[config.mk]
export PLATFORM = sky130hd
export DESIGN_NAME = scs_core
export DESIGN_NICKNAME = d
export VERILOG_FILES = /design/src/common/scs_pkg.sv /design/src/core/scs_core.sv
export SDC_FILE = /design/constraint.sdc
export NUM_CORES = 1
export LEC_CHECK = 0
export BUFFER_PORTS_ARGS = -buffer_cell sky130_fd_sc_hd__buf_2
export CAP_MARGIN = 25
export CORE_ASPECT_RATIO = 1.5
export CORE_MARGIN = 4
export CORE_UTILIZATION = 55
export DETAILED_ROUTE_END_ITERATION = 6
export PLACE_DENSITY = 0.73
export SETUP_SLACK_MARGIN = 0.4
export SYNTH_ARGS = -nofsm -noshare
export SYNTH_HDL_FRONTEND = slang
export SYNTH_SLANG_ARGS = --single-unit
[constraint.sdc]
create_clock -name clock -period 9.94 [get_ports clock]
set_clock_uncertainty 0.1 [all_clocks]
set_input_delay 1.988 -clock clock [delete_from_list [all_inputs] [get_ports clock]]
set_output_delay 1.988 -clock clock [all_outputs]
set_load 0.03 [all_outputs]
[src/common/scs_pkg.sv]
`default_nettype none
package scs_pkg;
	// Status register layout and reset image.
	localparam int STAT_W = 8;
	localparam int B_TXE = 7;
	localparam int B_RXF = 6;
	localparam int B_OVR = 5;
	localparam int B_FRM = 4;
	localparam int B_PAR = 3;
	localparam int B_TX_END_FLAG = 2;
	localparam int B_MPR = 1;
	localparam int B_MPT = 0;
	localparam int FLAG_LO = B_PAR;
	localparam logic [7:0] STAT_RESET = 8'h84;
	// Data path.
	localparam int DATA_W = 8;
	localparam int FIFO_DEPTH = 16;
	localparam int ASYNC_BITS = 10;
	localparam int SYNC_BITS = 8;
	// Timing: the system clock period and the bit time, in ns.
	localparam int CLK_PERIOD_NS = 50;
	localparam int BIT_TIME_NS = 8000;
	localparam int BIT_CYC = BIT_TIME_NS / CLK_PERIOD_NS;
	localparam int HALF_CYC = BIT_CYC / 2;
	localparam int EXT_OVERSAMPLE = 16;
	typedef enum logic {
		SCS_IDLE,
		SCS_SHIFT
	} scs_state_t;
endpackage
`default_nettype wire

[src/core/scs_core.sv]
`default_nettype none
////////////////////////////////////////////////////////////////////////////////
// Transmit FIFO between the data writer and the shift register.
module scs_fifo #(
	parameter int WIDTH = 8,
	parameter int DEPTH = 16
) (
	// Clock and reset
	input wire logic clock,
	input wire logic rst_n,
	input wire logic ce,
	// Filling side
	input wire logic in_valid,
	input wire logic [WIDTH-1:0] in_data,
	output logic in_ready,
	// Draining side
	output logic out_valid,
	output logic [WIDTH-1:0] out_data,
	input wire logic out_ready
);
	localparam int AW = $clog2(DEPTH);
	localparam logic [AW:0] FULL = (AW + 1)'(DEPTH);
	logic [WIDTH-1:0] mem [DEPTH];
	logic [AW-1:0] wr_ptr_ff;
	logic [AW-1:0] rd_ptr_ff;
	logic [AW:0] count_ff;
	logic [AW:0] nxt_count;
	logic full_ff;
	logic push;
	logic pop;

	assign push = in_valid && !full_ff;
	assign pop = out_valid && out_ready;
	assign in_ready = !full_ff;
	assign out_valid = (count_ff != '0);
	assign out_data = mem[rd_ptr_ff];
	assign nxt_count = count_ff + (AW + 1)'(push) - (AW + 1)'(pop);

	always_ff @(posedge clock) begin
		if (ce && push) begin
			mem[wr_ptr_ff] <= in_data;
		end
	end

	always_ff @(posedge clock or negedge rst_n) begin
		if (!rst_n) begin
			wr_ptr_ff <= '0;
			rd_ptr_ff <= '0;
			count_ff <= '0;
			full_ff <= 1'b0;
		end else if (ce) begin
			if (push) begin
				wr_ptr_ff <= wr_ptr_ff + AW'(1);
			end
			if (pop) begin
				rd_ptr_ff <= rd_ptr_ff + AW'(1);
			end
			count_ff <= nxt_count;
			full_ff <= (nxt_count == FULL);
		end
	end
endmodule

////////////////////////////////////////////////////////////////////////////////
// Operation
// - Transmit-end interrupt enable resets to 0, so no request until set.
// - Request drops when both empty and end flags clear, or enable clears; the code drops it when the end flag alone clears.
// - Both clock bits 0: internal clock; pin is port async, clock out sync.
// - High clock bit 1: external clock input; 11 and sync 01 are reserved.
// - Async internal with clock output drives the pin at the bit rate.
// - Status is 8 bits: empty, full, overrun, framing, parity, end, mp bits.
// - Status loads 0x84 on reset and on entry to low-power modes.
// - Five flags ignore writes of 1; 0 clears only after reading them as 1.
// - End and received mp bit are read-only; sent mp bit is read/write.
// - Empty flag sets when transmit disabled or a byte moves to the shifter.
// - Empty flag clears on a data write or a 0 write after reading 1.
// - End interrupt when no data is waiting as the last bit shifts out.
// - Empty flag stays 1 while disabled; enabled data write starts sending.
module scs_core
	import scs_pkg::*;
(
	// Clock, reset and freeze
	input wire logic clock,
	input wire logic rst_n,
	input wire logic ce,
	// Control bits from the serial control register
	input wire logic transmit_enable,
	input wire logic tx_end_irq_enable,
	input wire logic clk_enable_hi,
	input wire logic clk_enable_lo,
	input wire logic sync_mode,
	input wire logic low_power_entry,
	// Status register access
	input wire logic stat_rd,
	input wire logic stat_wr,
	input wire logic [7:0] stat_wdata,
	output logic [7:0] serial_status,
	// Receive-side flag events
	input wire logic rx_full_set,
	input wire logic overrun_set,
	input wire logic framing_set,
	input wire logic parity_set,
	input wire logic mpb_rx_strobe,
	input wire logic mpb_rx_value,
	// Transmit data writes
	input wire logic tx_data_valid,
	input wire logic [7:0] tx_data,
	output logic tx_data_ready,
	// Link pins
	input wire logic serial_clock_pin_i,
	output logic serial_clock_pin_o,
	output logic serial_clock_pin_oe,
	output logic txd,
	output logic tx_end_irq
);
	logic [7:0] stat_ff;
	logic [7:FLAG_LO] armed_ff;
	logic te_q_ff;
	scs_state_t state_ff;
	logic [ASYNC_BITS-1:0] shreg_ff;
	logic [3:0] bits_left_ff;
	logic [7:0] div_ff;
	logic [4:0] ext_cnt_ff;
	logic sck_s1_ff;
	logic sck_s2_ff;
	logic sck_s3_ff;
	logic txd_ff;
	logic sck_o_ff;
	logic sck_oe_ff;
	logic irq_ff;
	logic fifo_full_n_ff;
	logic fifo_in_ready;
	logic fifo_out_valid;
	logic [7:0] fifo_out_data;
	logic pop;
	logic push;
	logic tick;
	logic last_tick;
	logic ext_clk;
	logic int_async_out;
	logic int_sync_out;
	logic mode_ok;
	logic [7:FLAG_LO] clr;
	logic [7:0] nxt_stat;

	// Three-input guard: reserved settings keep the shifter from starting a frame.
	function automatic logic clk_mode_ok(input logic hi, input logic lo,
		input logic sy);
		clk_mode_ok = !(hi && lo) && !(sy && !hi && lo);
	endfunction

	assign ext_clk = clk_enable_hi;
	assign int_async_out = !sync_mode && !clk_enable_hi && clk_enable_lo;
	assign int_sync_out = sync_mode && !clk_enable_hi && !clk_enable_lo;
	assign mode_ok = clk_mode_ok(clk_enable_hi, clk_enable_lo, sync_mode);

	////////////////////////////////////////////////////////////////////////
	// Transmit FIFO; its ready is the writer's back-pressure.
	scs_fifo #(
		.WIDTH(DATA_W),
		.DEPTH(FIFO_DEPTH)
	) u_fifo (
		.clock(clock),
		.rst_n(rst_n),
		.ce(ce),
		.in_valid(tx_data_valid),
		.in_data(tx_data),
		.in_ready(fifo_in_ready),
		.out_valid(fifo_out_valid),
		.out_data(fifo_out_data),
		.out_ready(pop)
	);

	assign push = tx_data_valid && fifo_in_ready;

	////////////////////////////////////////////////////////////////////////
	// Serial clock pin input synchroniser; the second and third stages are read for edge detection.
	always_ff @(posedge clock or negedge rst_n) begin
		if (!rst_n) begin
			sck_s1_ff <= 1'b0;
			sck_s2_ff <= 1'b0;
			sck_s3_ff <= 1'b0;
		end else if (ce) begin
			sck_s1_ff <= serial_clock_pin_i;
			sck_s2_ff <= sck_s1_ff;
			sck_s3_ff <= sck_s2_ff;
		end
	end

	////////////////////////////////////////////////////////////////////////
	// Bit timing. The internal divider runs freely so the async clock
	// output keeps going between frames, as a receiver expects.
	always_ff @(posedge clock or negedge rst_n) begin
		if (!rst_n) begin
			div_ff <= '0;
		end else if (ce) begin
			if (div_ff == 8'(BIT_CYC - 1)) begin
				div_ff <= '0;
			end else begin
				div_ff <= div_ff + 8'h01;
			end
		end
	end

	// External async clock: sixteen rising edges make one bit.
	always_ff @(posedge clock or negedge rst_n) begin
		if (!rst_n) begin
			ext_cnt_ff <= '0;
		end else if (ce) begin
			if (state_ff == SCS_IDLE) begin
				ext_cnt_ff <= '0;
			end else if (sck_s2_ff && !sck_s3_ff) begin
				if (ext_cnt_ff == 5'(EXT_OVERSAMPLE - 1)) begin
					ext_cnt_ff <= '0;
				end else begin
					ext_cnt_ff <= ext_cnt_ff + 5'h01;
				end
			end
		end
	end

	always_comb begin
		if (!ext_clk) begin
			tick = (div_ff == 8'(BIT_CYC - 1));
		end else if (sync_mode) begin
			tick = !sck_s2_ff && sck_s3_ff;
		end else begin
			tick = sck_s2_ff && !sck_s3_ff &&
				(ext_cnt_ff == 5'(EXT_OVERSAMPLE - 1));
		end
	end

	assign last_tick = (state_ff == SCS_SHIFT) && tick &&
		(bits_left_ff == 4'h1);
	// With the internal clock a frame only starts on a divider wrap. The
	// divider runs freely, so starting anywhere else would cut the start bit.
	assign pop = fifo_out_valid && transmit_enable && mode_ok &&
		(((state_ff == SCS_IDLE) && (ext_clk || tick)) || last_tick);

	////////////////////////////////////////////////////////////////////////
	// Shifter: async frames are start, eight data bits LSB first, stop.
	always_ff @(posedge clock or negedge rst_n) begin
		if (!rst_n) begin
			state_ff <= SCS_IDLE;
			shreg_ff <= '1;
			bits_left_ff <= '0;
			txd_ff <= 1'b1;
		end else if (ce) begin
			if (pop) begin
				state_ff <= SCS_SHIFT;
				if (sync_mode) begin
					shreg_ff <= {2'b11, fifo_out_data};
					bits_left_ff <= 4'(SYNC_BITS);
				end else begin
					shreg_ff <= {1'b1, fifo_out_data, 1'b0};
					bits_left_ff <= 4'(ASYNC_BITS);
				end
			end else if (!transmit_enable) begin
				state_ff <= SCS_IDLE;
				shreg_ff <= '1;
			end else if (state_ff == SCS_SHIFT && tick) begin
				shreg_ff <= {1'b1, shreg_ff[ASYNC_BITS-1:1]};
				bits_left_ff <= bits_left_ff - 4'h1;
				if (bits_left_ff == 4'h1) begin
					state_ff <= SCS_IDLE;
				end
			end
			txd_ff <= (state_ff == SCS_SHIFT) ? shreg_ff[0] : 1'b1;
		end
	end

	////////////////////////////////////////////////////////////////////////
	// Serial clock pin drive.
	always_ff @(posedge clock or negedge rst_n) begin
		if (!rst_n) begin
			sck_o_ff <= 1'b1;
			sck_oe_ff <= 1'b0;
		end else if (ce) begin
			sck_oe_ff <= int_async_out || int_sync_out;
			if (int_async_out) begin
				sck_o_ff <= (div_ff < 8'(HALF_CYC));
			end else if (int_sync_out && state_ff == SCS_SHIFT) begin
				sck_o_ff <= !(div_ff < 8'(HALF_CYC));
			end else begin
				sck_o_ff <= 1'b1;
			end
		end
	end

	////////////////////////////////////////////////////////////////////////
	// Status register. Hardware sets win over software clears.
	assign clr = (stat_wr ? armed_ff & ~stat_wdata[7:FLAG_LO] : '0);

	always_comb begin
		nxt_stat = stat_ff;
		nxt_stat[7:FLAG_LO] = stat_ff[7:FLAG_LO] & ~clr;
		if (push) begin
			nxt_stat[B_TXE] = 1'b0;
			nxt_stat[B_TX_END_FLAG] = 1'b0;
		end
		if (pop || !transmit_enable) begin
			nxt_stat[B_TXE] = 1'b1;
		end
		if (last_tick && !pop) begin
			nxt_stat[B_TX_END_FLAG] = 1'b1;
		end
		if (rx_full_set) begin
			nxt_stat[B_RXF] = 1'b1;
		end
		if (overrun_set) begin
			nxt_stat[B_OVR] = 1'b1;
		end
		if (framing_set) begin
			nxt_stat[B_FRM] = 1'b1;
		end
		if (parity_set) begin
			nxt_stat[B_PAR] = 1'b1;
		end
		if (mpb_rx_strobe) begin
			nxt_stat[B_MPR] = mpb_rx_value;
		end
		if (stat_wr) begin
			nxt_stat[B_MPT] = stat_wdata[B_MPT];
		end
	end

	always_ff @(posedge clock or negedge rst_n) begin
		if (!rst_n) begin
			stat_ff <= STAT_RESET;
			armed_ff <= '0;
		end else if (ce) begin
			if (low_power_entry) begin
				stat_ff <= STAT_RESET;
				armed_ff <= '0;
			end else begin
				stat_ff <= nxt_stat;
				if (stat_rd) begin
					armed_ff <= stat_ff[7:FLAG_LO];
				end else begin
					armed_ff <= armed_ff & ~clr;
				end
			end
		end
	end

	////////////////////////////////////////////////////////////////////////
	// Registered outputs.
	always_ff @(posedge clock or negedge rst_n) begin
		if (!rst_n) begin
			irq_ff <= 1'b0;
			fifo_full_n_ff <= 1'b0;
			te_q_ff <= 1'b0;
		end else if (ce) begin
			irq_ff <= tx_end_irq_enable && stat_ff[B_TX_END_FLAG];
			fifo_full_n_ff <= fifo_in_ready;
			te_q_ff <= transmit_enable;
		end
	end

	assign serial_status = stat_ff;
	assign tx_data_ready = fifo_in_ready;
	assign serial_clock_pin_o = sck_o_ff;
	assign serial_clock_pin_oe = sck_oe_ff;
	assign txd = txd_ff;
	assign tx_end_irq = irq_ff;
endmodule
`default_nettype wire

==> results.txt, run 1 <==
Power density over the cells -> 249 nW/um2
Crit-path max FO -> 19
Hold Fails Final Rpt -> 0
Worst Hold Class -> flip-flop to flip-flop
Worst vdd ir -> 133 uV
Clk Latency, worst-skew pair -> 0.43 ns
Post-DP HPWL -> 12200 um
H-tree depth -> 4
TritonRoute pass-1 iters -> 5
Layout cells sized above 1 -> 23.2%
Sequential element share of the synthesized area -> 62.8%
Clk slew on worst S/H paths -> 0.07 ns
Setup Viol. Count Final -> 0
Final worst-path cycle share -> 47.2%
# rows -> 55
RSZ-0062 raised after global routing -> false
Cts hold-fix bufs -> 0
WL met1 -> 6580 um
Number of antenna diodes -> 0
Tot GR Track Use -> 20.6%
Post-Layout Cell Count -> 862
Core ar. -> 15200 um2
Largest net degree at the start of global routing -> 62
Die X -> 110 um
Post-cts sizing count -> 0
Die height -> 161 um
Unique masters post-synth -> 61
Initial core utilization -> 56.4%
Vias -> 5204
Mapped Nets -> 661
Root buf cell -> clkbuf_16
Nets -> 701
Worst hold stages -> 1
CP Capture Type -> flip-flop
Global route overflow -> 0
Number of remaining DRC errors -> 0
Hold path startpoint -> serial_clock_pin_oe
Reg2reg path depth -> 14
Clock Path Buffers -> 2
Fin area -> 9540 um2
Layout Utilization -> 62.7%
Crit Reg-Reg Endpoint -> u_fifo.full_ff
Initial DRC Count -> 329
Leakage -> 3.47 nW
Fin Setup TNS -> 0 ns
Worst EP arrival -> 4.92 ns
Synth area leader -> edfxtp_1
Setup CP Type -> input pin to flip-flop
EDFF count, synth -> 128
Vias in the first global route -> 5235
Max Clock Freq -> 0.213 GHz
Global-route wire length before repair -> 27600 um
Synth Warn # -> 0
R2r setup slk -> 6.24 ns
Antenna violations before repair -> 0
Max Cap Viol -> 0
GP Congestion -> 0.874
Async set-reset flop share out of synthesis -> 32.3%
# placed instances -> 830
P&R area growth vs syn -> 11.3%
Die area -> 17700 um2
Top post-synthesis cells by area -> edfxtp_1 45%, dfrtp_1 14%, mux4_2 5.0%
Synth Instances -> 610
CTS Buf Count -> 17
CP Launch Type -> input pin
Ports -> 48
Area after DPL -> 8960 um2
CTS tree -> built
Worst-margin pin slew -> 0.804 ns
Outcome -> completed
Mapped Area -> 8580 um2
Top Metal Used -> met4
Post-CTS setup buffer count -> 0
FF-to-FF Start -> div_ff[0]
Final WL -> 17300 um
DR WL met3 -> 681 um
Routed Antenna Nets -> 0
Slew headroom -> 46.4%
Sink Count -> 189
Fin crit period -> 4.69 ns
DR WL met2 -> 9630 um
Post-DR vias/cell -> 6.04
Post-synth top area share -> 44.8%
Top_reg_cell synth -> edfxtp_1
Hold WS -> 0.376 ns
Seq cells post-synth -> 189
Synth Area per Inst -> 14.1 um2
Hold EP -> serial_clock_pin_oe
Slew Viols, Final -> 0
Critical Path RT -> 10.16 ns
Port bufs -> 45
Drt wl/cell -> 20.1 um
==> synth_stat cells, drive strengths merged (8+ instances only) <==
master	count
edfxtp	128
dfrtp	48
mux2	35
nand2	31
o22ai	30
nor3	25
nor2	22
clkbuf	21
inv	21
o21ai	20
and2	19
mux4	19
xnor2	16
a211oi	15
ha	15
dfstp	13
mux2i	13
a21oi	12
nor2b	9
nor4	9
buf	8
==> critical path, stage by stage <==
cell and delay (ns):
buf_2 0.21, o311a_4 0.46, a2111oi_4 0.35, buf_4 0.29, ha_1 0.16, inv_1 0.04
ha_1 0.21, fa_1 0.42, a21oi_1 0.14, o21bai_1 0.09, xnor2_1 0.21, xor2_1 0.10
a41o_1 0.24
==> final cells by class <==
class | instances | area, um2
fillers | 1157 | 5670
flip-flops and latches | 189 | 5390
multi-input cells | 370 | 2980
clock buffers | 17 | 425
repair buffers | 50 | 263
well taps | 199 | 249
clock inverters | 15 | 155
inverters | 22 | 82.6
==> kinds of logic after synthesis <==
family	Yosys count	synth area share [%]
flip-flops	189	62.8
AND/OR/NAND/NOR	153	9.51
AO/OA/AOI/OAI	116	9.88
multiplexers	67	11.1
buffers and inverters	51	2.44
XOR/XNOR	18	1.84
adder cells (fa/ha/maj)	16	2.42
==> registers in the layout (all words and copies together), names as in the netlist, 4 cells and up <==
register and count:
ext_cnt_ff 5, serial_status 8, u_fifo.rd_ptr_ff 4, u_fifo.count_ff 5, u_fifo.wr_ptr_ff 4, bits_left_ff 4
u_fifo.mem 128, shreg_ff 9, div_ff 8, armed_ff 5
==> cell usage in the layout, fill, tap and decap left out, drive strengths merged, types with 4 or more instances in the layout <==
master and count:
and2 19, mux4 19, nor3b 5, nor3 25
dfstp 13, nor2 22, mux2 35, ha 15
nor4 9, clkbuf 17, o2bb2ai 6, a211oi 15
nand3 6, and3 6, mux2i 13, dfrtp 48
nand4 5, inv 27, clkinv 8, a21oi 12
nor2b 9, xnor2 16, nand3b 6, o22ai 30
a22o 4, o21ai 20, nand2 31, buf 50
edfxtp 128, nand2b 5
==> routing by layer <==
metal  global-route usage, %  vias to the layer above
met3                    3.62                       38
met4                    8.28                        0
met5                       0                        -
met2                    37.1                      165
li1                        -                     2428
met1                    23.8                     2573
==> metrics by stage <==
step	total power, mW	worst slack (ns)
floorplan	1.55	5.09
global placement	1.69	4.87
detailed placement	1.72	4.80
CTS	2.38	5.26
global route	2.50	5.09
finish	2.37	5.25
==> where the power goes <==
| group | internal, mW | switching [mW] |
|---|---|---|
| sequential | 0.946 | 0.0736 |
| clock | 0.354 | 0.307 |
| combinational | 0.304 | 0.388 |
==> how the worst max path moves through the flow <==
stage / from / to / slack (ns)
2_1_floorplan: sync_mode / u_fifo.full_ff / 5.09
3_3_place_gp: sync_mode / u_fifo.full_ff / 4.87
3_5_place_dp: sync_mode / u_fifo.full_ff / 4.80
4_1_cts: sync_mode / u_fifo.full_ff / 5.26
5_1_grt: sync_mode / u_fifo.full_ff / 5.09
6_report: sync_mode / u_fifo.full_ff / 5.25
No activity file was read; power rests on OpenSTA's default activity.
==> run 2, diff against run 1 <==
--- a/config.mk
+++ b/config.mk
@@ -11,7 +11,7 @@
 export CORE_MARGIN = 4
 export CORE_UTILIZATION = 55
 export DETAILED_ROUTE_END_ITERATION = 6
-export PLACE_DENSITY = 0.73
+export PLACE_DENSITY = 0.76
 export SETUP_SLACK_MARGIN = 0.4
 export SYNTH_ARGS = -nofsm -noshare
 export SYNTH_HDL_FRONTEND = slang
==> constraint.sdc (replaced) <==
create_clock -name clock -period 3.9 [get_ports clock]
set_clock_uncertainty 0.1 [all_clocks]
set_input_delay 0.78 -clock clock [delete_from_list [all_inputs] [get_ports clock]]
set_output_delay 0.78 -clock clock [all_outputs]
set_load 0.03 [all_outputs]
==> results.txt, run 2 (synthesis results as in run 1) <==
Final worst-path cycle share -> 85.6%
Clock network power share -> 29.3%
Setup Viol. Count Final -> 0
CTS Buf Count -> 17
P&R area growth vs syn -> 12.6%
Most frequent cells in the layout -> 128 x edfxtp_1, 47 x dfrtp_1, 45 x buf_2
Internal power -> 4.24 mW
R2r setup slk -> 0.56 ns
Final WL -> 17800 um
CP startpoint -> div_ff[4]
Clk slew on worst S/H paths -> 0.07 ns
Slew Viols, Final -> 0
Die height -> 161 um
Layout cells sized above 1 -> 24.5%
H-tree depth -> 4
Slew headroom -> 36.8%
Port bufs -> 45
Die X -> 110 um
Initial DRC Count -> 436
CP Launch Type -> flip-flop
Cts hold-fix bufs -> 0
Area after DPL -> 8980 um2
Core ar. -> 15200 um2
Max FFs per register -> 128
Drt wl/cell -> 20.6 um
Root buf cell -> clkbuf_16
Fin crit period -> 3.34 ns
Top flop regs -> u_fifo.mem (128), shreg_ff (9)
Nets -> 704
Crit Reg-Reg Endpoint -> u_fifo.full_ff
Leakage -> 3.51 nW
Ports -> 48
Setup CP Type -> flip-flop to flip-flop
# rows -> 55
Worst-margin pin slew -> 0.948 ns
Vias in the first global route -> 5613
Post-DP HPWL -> 12600 um
Die area -> 17700 um2
Global route overflow -> 0
Net Sw Power -> 2.01 mW
Reg power frac -> 43.1%
Global-route wire length before repair -> 29200 um
Final worst setup slack -> 0.563 ns
Power density over the cells -> 648 nW/um2
Routed Antenna Nets -> 0
Worst Hold Class -> input pin to asynchronous set/reset pin
Critical Path RT -> 4.13 ns
CTS tree -> built
Max Cap Viol -> 0
Number of antenna diodes -> 0
Antenna violations before repair -> 0
Crit path capture -> u_fifo.full_ff
Fin Setup TNS -> 0 ns
Comb power frac -> 27.6%
Number of remaining DRC errors -> 0
Crit-path max FO -> 5
Outcome -> completed
Initial core utilization -> 56.4%
Max Clock Freq -> 0.300 GHz
Worst EP arrival -> 3.56 ns
Tot GR Track Use -> 21.7%
FF-to-FF Start -> div_ff[4]
Worst vdd ir -> 451 uV
Clk Latency, worst-skew pair -> 0.44 ns
Sw frac -> 32.2%
Reg2reg path depth -> 12
Post-DR vias/cell -> 6.06
Fin area -> 9650 um2
Clock Path Buffers -> 2
Vias -> 5240
CP Capture Type -> flip-flop
Reg with most FFs -> u_fifo.mem
Hold Fails Final Rpt -> 0
Sink Count -> 189
GP Congestion -> 0.869
Commonest non-fill, non-tap cell in the layout -> edfxtp_1
Largest net degree at the start of global routing -> 43
RSZ-0062 raised after global routing -> false
Pre-CTS setup slack -> 0.460 ns
TritonRoute pass-1 iters -> 5
==> run 2: metal layers <==
layer | global-route usage [%] | routed length, um | part of all wire [%]
met4 | 8.91 | 499 | 2.8
met2 | 39.2 | 9770 | 55
met3 | 3.46 | 657 | 3.7
met1 | 25.0 | 6920 | 39
met5 | 0 | 0 | 0
==> run 2: worst min-delay path by stage <==
stage / start / endpoint / slack [ns]
floorplan: ext_cnt_ff[4] / ext_cnt_ff[4] / 0.36
global placement: serial_clock_pin_oe / serial_clock_pin_oe / 0.36
detailed placement: shreg_ff[0] / shreg_ff[0] / 0.38
CTS: shreg_ff[0] / shreg_ff[0] / 0.39
global route: rst_n / ext_cnt_ff[3] / 0.008
finish: rst_n / ext_cnt_ff[3] / 0.03
==> run 2: area by class of cell <==
| type | instances | area [um2] |
|---|---|---|
| fill | 1074 | 5560 |
| timing repair buffer | 53 | 298 |
| multi-input combinational | 370 | 3010 |
| inverter | 22 | 82.6 |
| clock inverter | 14 | 194 |
| tap | 199 | 249 |
| clock buffer | 18 | 429 |
| sequential | 189 | 5390 |
==> run 2: repair_timing <==
action	4_1_cts	5_1_grt
buffers inserted	0	1
hold endpoints to repair	0	0
endpoints found under the setup margin	0	2
resized for setup	0	5
==> run 2: power groups by stage <==
stage               logic, mW  clock network [mW]  registers, mW
finish                   1.73                1.83           2.70
floorplan                1.36                   0           2.61
CTS                      1.71                1.84           2.70
detailed placement       1.70                   0           2.73
global route             1.88                1.95           2.74
global placement         1.62                   0           2.71
==> run 2: through the flow <==
step / hold WS (ns) / std cells / utilization, % / power, mW
2_1_floorplan: 0.356 / 610 / - / 3.97
3_3_place_gp: 0.357 / 831 / 59.0 / 4.33
3_5_place_dp: 0.378 / 831 / 59.0 / 4.43
4_1_cts: 0.387 / 863 / 63.1 / 6.25
5_1_grt: 0.00781 / 865 / 63.5 / 6.56
6_report: 0.0275 / 865 / 63.5 / 6.25
==> run 2: critical path, stage by stage (launching register included) <==
cell and delay, ns:
dfrtp_1 0.44, nand4_1 0.16, o41a_1 0.58, a2111oi_4 0.34, ha_1 0.17, inv_1 0.05, ha_2 0.19, fa_2 0.38
a21oi_2 0.14, o21bai_1 0.09, xnor2_1 0.23, xor2_1 0.10, a41o_1 0.25
==> run 3, diff against run 2 <==
--- a/config.mk
+++ b/config.mk
@@ -7,9 +7,11 @@
 export LEC_CHECK = 0
 export BUFFER_PORTS_ARGS = -buffer_cell sky130_fd_sc_hd__buf_2
 export CAP_MARGIN = 25
+export CELL_PAD_IN_SITES_DETAIL_PLACEMENT = 1
+export CELL_PAD_IN_SITES_GLOBAL_PLACEMENT = 1
 export CORE_ASPECT_RATIO = 1.5
-export CORE_MARGIN = 4
-export CORE_UTILIZATION = 55
+export CORE_MARGIN = 8
+export CORE_UTILIZATION = 46
 export DETAILED_ROUTE_END_ITERATION = 6
 export PLACE_DENSITY = 0.76
 export SETUP_SLACK_MARGIN = 0.4
==> results.txt, run 3 (synthesis results as in run 1) <==
Initial core utilization -> 46.6%
Clk Latency, worst-skew pair -> 0.44 ns
CP bufs+invs -> 1
Nets -> 703
# placed instances -> 883
Number of antenna diodes -> 0
Worst vdd ir -> 332 uV
CTS tree -> built
Internal power -> 4.07 mW
Slew Viols, Final -> 0
TritonRoute pass-1 iters -> 4
Die area -> 23400 um2
CP Launch Type -> flip-flop
CP top delay family -> compound AO/OA/AOI/OAI gates
Routed Antenna Nets -> 0
Die height -> 183 um
Vias -> 5236
GP Congestion -> 0.817
Crit-path cells -> ha_2, nand4b_2, o311a_4, a2111oi_4, ha_1, inv_1, ha_2, fa_2, a21oi_2, o21bai_1, xnor2_2, xor2_1, a41o_1
Setup Viol. Count Final -> 0
Outcome -> completed
Most frequent cells in the layout -> 128 x edfxtp_1, 47 x dfrtp_1, 45 x buf_2
WL met1 -> 7380 um
Fin crit period -> 3.31 ns
Port bufs -> 45
Vias in the first global route -> 5794
Layout cells sized above 1 -> 24.4%
Max Cap Viol -> 0
Leakage -> 3.48 nW
# rows -> 61
Crit path max-delay cell type -> o311a_4
RSZ-0062 raised after global routing -> false
Core ar. -> 18400 um2
Post-DR vias/cell -> 5.71
Worst-margin pin slew -> 0.719 ns
Sink Count -> 189
Die X -> 127 um
Initial DRC Count -> 213
DR WL met2 -> 11100 um
Hold Fails Final Rpt -> 0
Max FFs per register -> 128
Antenna violations before repair -> 0
CTS Buf Count -> 17
Post-Layout Cell Count -> 917
Clock Path Buffers -> 2
Top Metal Used -> met4
Overall power -> 6.12 mW
Drt wl/cell -> 21.4 um
Clock network power share -> 27.0%
Largest net degree at the start of global routing -> 46
CP Capture Type -> flip-flop
Worst Hold Class -> input pin to asynchronous set/reset pin
Comb power frac -> 29.2%
P&R area growth vs syn -> 12.8%
Clk slew on worst S/H paths -> 0.08 ns
Sw frac -> 33.5%
Reg with most FFs -> u_fifo.mem
Global route overflow -> 0
Final WL -> 19600 um
Ports -> 48
Root buf cell -> clkbuf_16
Tot GR Track Use -> 17.6%
Net Sw Power -> 2.05 mW
Top flop regs -> u_fifo.mem (128), shreg_ff (9)
Number of remaining DRC errors -> 0
H-tree depth -> 4
Critical Path RT -> 4.14 ns
Final worst-path cycle share -> 84.9%
Commonest non-fill, non-tap cell in the layout -> edfxtp_1
CP max stage delay -> 0.43 ns
DR WL met3 -> 673 um
Crit path top cell by count -> ha_2
Post-DP HPWL -> 14100 um
Global-route wire length before repair -> 31300 um
Setup CP Type -> flip-flop to flip-flop
Worst EP arrival -> 3.55 ns
Power density over the cells -> 633 nW/um2
Crit-path max FO -> 5
Reg power frac -> 43.8%
Slew headroom -> 51.6%
Max Clock Freq -> 0.302 GHz
Post-CTS setup buffer count -> 0
Fin Setup TNS -> 0 ns
-- run 3: changes by cell type in the layout (fill, tap and decap cells not counted), sizes merged --
cell,before,now
inv,30,26
bufinv,3,0
clkinv,1,9
clkbuf,18,17
buf,53,52
-- run 3: routing by layer --
layer / vias up / GRT usage [%]
met4: 0 / 7.98
met5: - / 0
met2: 120 / 33.6
met3: 35 / 3.43
met1: 2655 / 18.0
li1: 2426 / -
-- run 3: worst paths after layout --
check / cells past startpoint / slack [ns] / end / from
worst max-delay path: 13 / 0.59 / u_fifo.full_ff / ext_cnt_ff[0]
worst min-delay path: 1 / 0.05 / div_ff[2] / rst_n
worst max register to register: 13 / 0.59 / u_fifo.full_ff / ext_cnt_ff[0]
worst min register to register: 1 / 0.38 / serial_clock_pin_oe / serial_clock_pin_oe
max in group asynchronous: 3 / 2.86 / u_fifo.rd_ptr_ff[1] / rst_n
min in group clock: 1 / 0.38 / serial_clock_pin_oe / serial_clock_pin_oe
-- run 3: area by class of cell --
| cell class | instances | area [um2] |
|---|---|---|
| multi-input cells | 370 | 3010 |
| well taps | 252 | 315 |
| flip-flops and latches | 189 | 5390 |
| fillers | 1808 | 8720 |
| inverters | 22 | 82.6 |
| repair buffers | 52 | 310 |
| clock buffers | 17 | 425 |
| clock inverters | 15 | 138 |
-- run 3: repair_timing --
item / in CTS / in global routing
gates resized for setup: 0 / 5
setup endpoints to repair: 0 / 2
hold buffers: 0 / 0
-- run 3: per-stage QoR --
step / instance area [um2] / worst slack, ns / utilization (%) / hold WS [ns]
2_1_floorplan: 8580 / 0.417 / - / 0.356
3_3_place_gp: 9040 / 0.407 / 49.1 / 0.362
3_5_place_dp: 9040 / 0.325 / 49.1 / 0.372
4_1_cts: 9600 / 0.427 / 52.2 / 0.389
5_1_grt: 9670 / 0.424 / 52.6 / 0.0512
6_report: 9670 / 0.588 / 52.6 / 0.0514
-- run 3: power groups by stage --
| stage | Clock, mW | Sequential (mW) | Combinational, mW |
|---|---|---|---|
| 4_1_cts | 1.69 | 2.71 | 1.75 |
| 3_5_place_dp | 0 | 2.74 | 1.73 |
| 3_3_place_gp | 0 | 2.71 | 1.64 |
| 5_1_grt | 1.74 | 2.73 | 1.94 |
| 6_report | 1.65 | 2.68 | 1.79 |
| 2_1_floorplan | 0 | 2.61 | 1.36 |
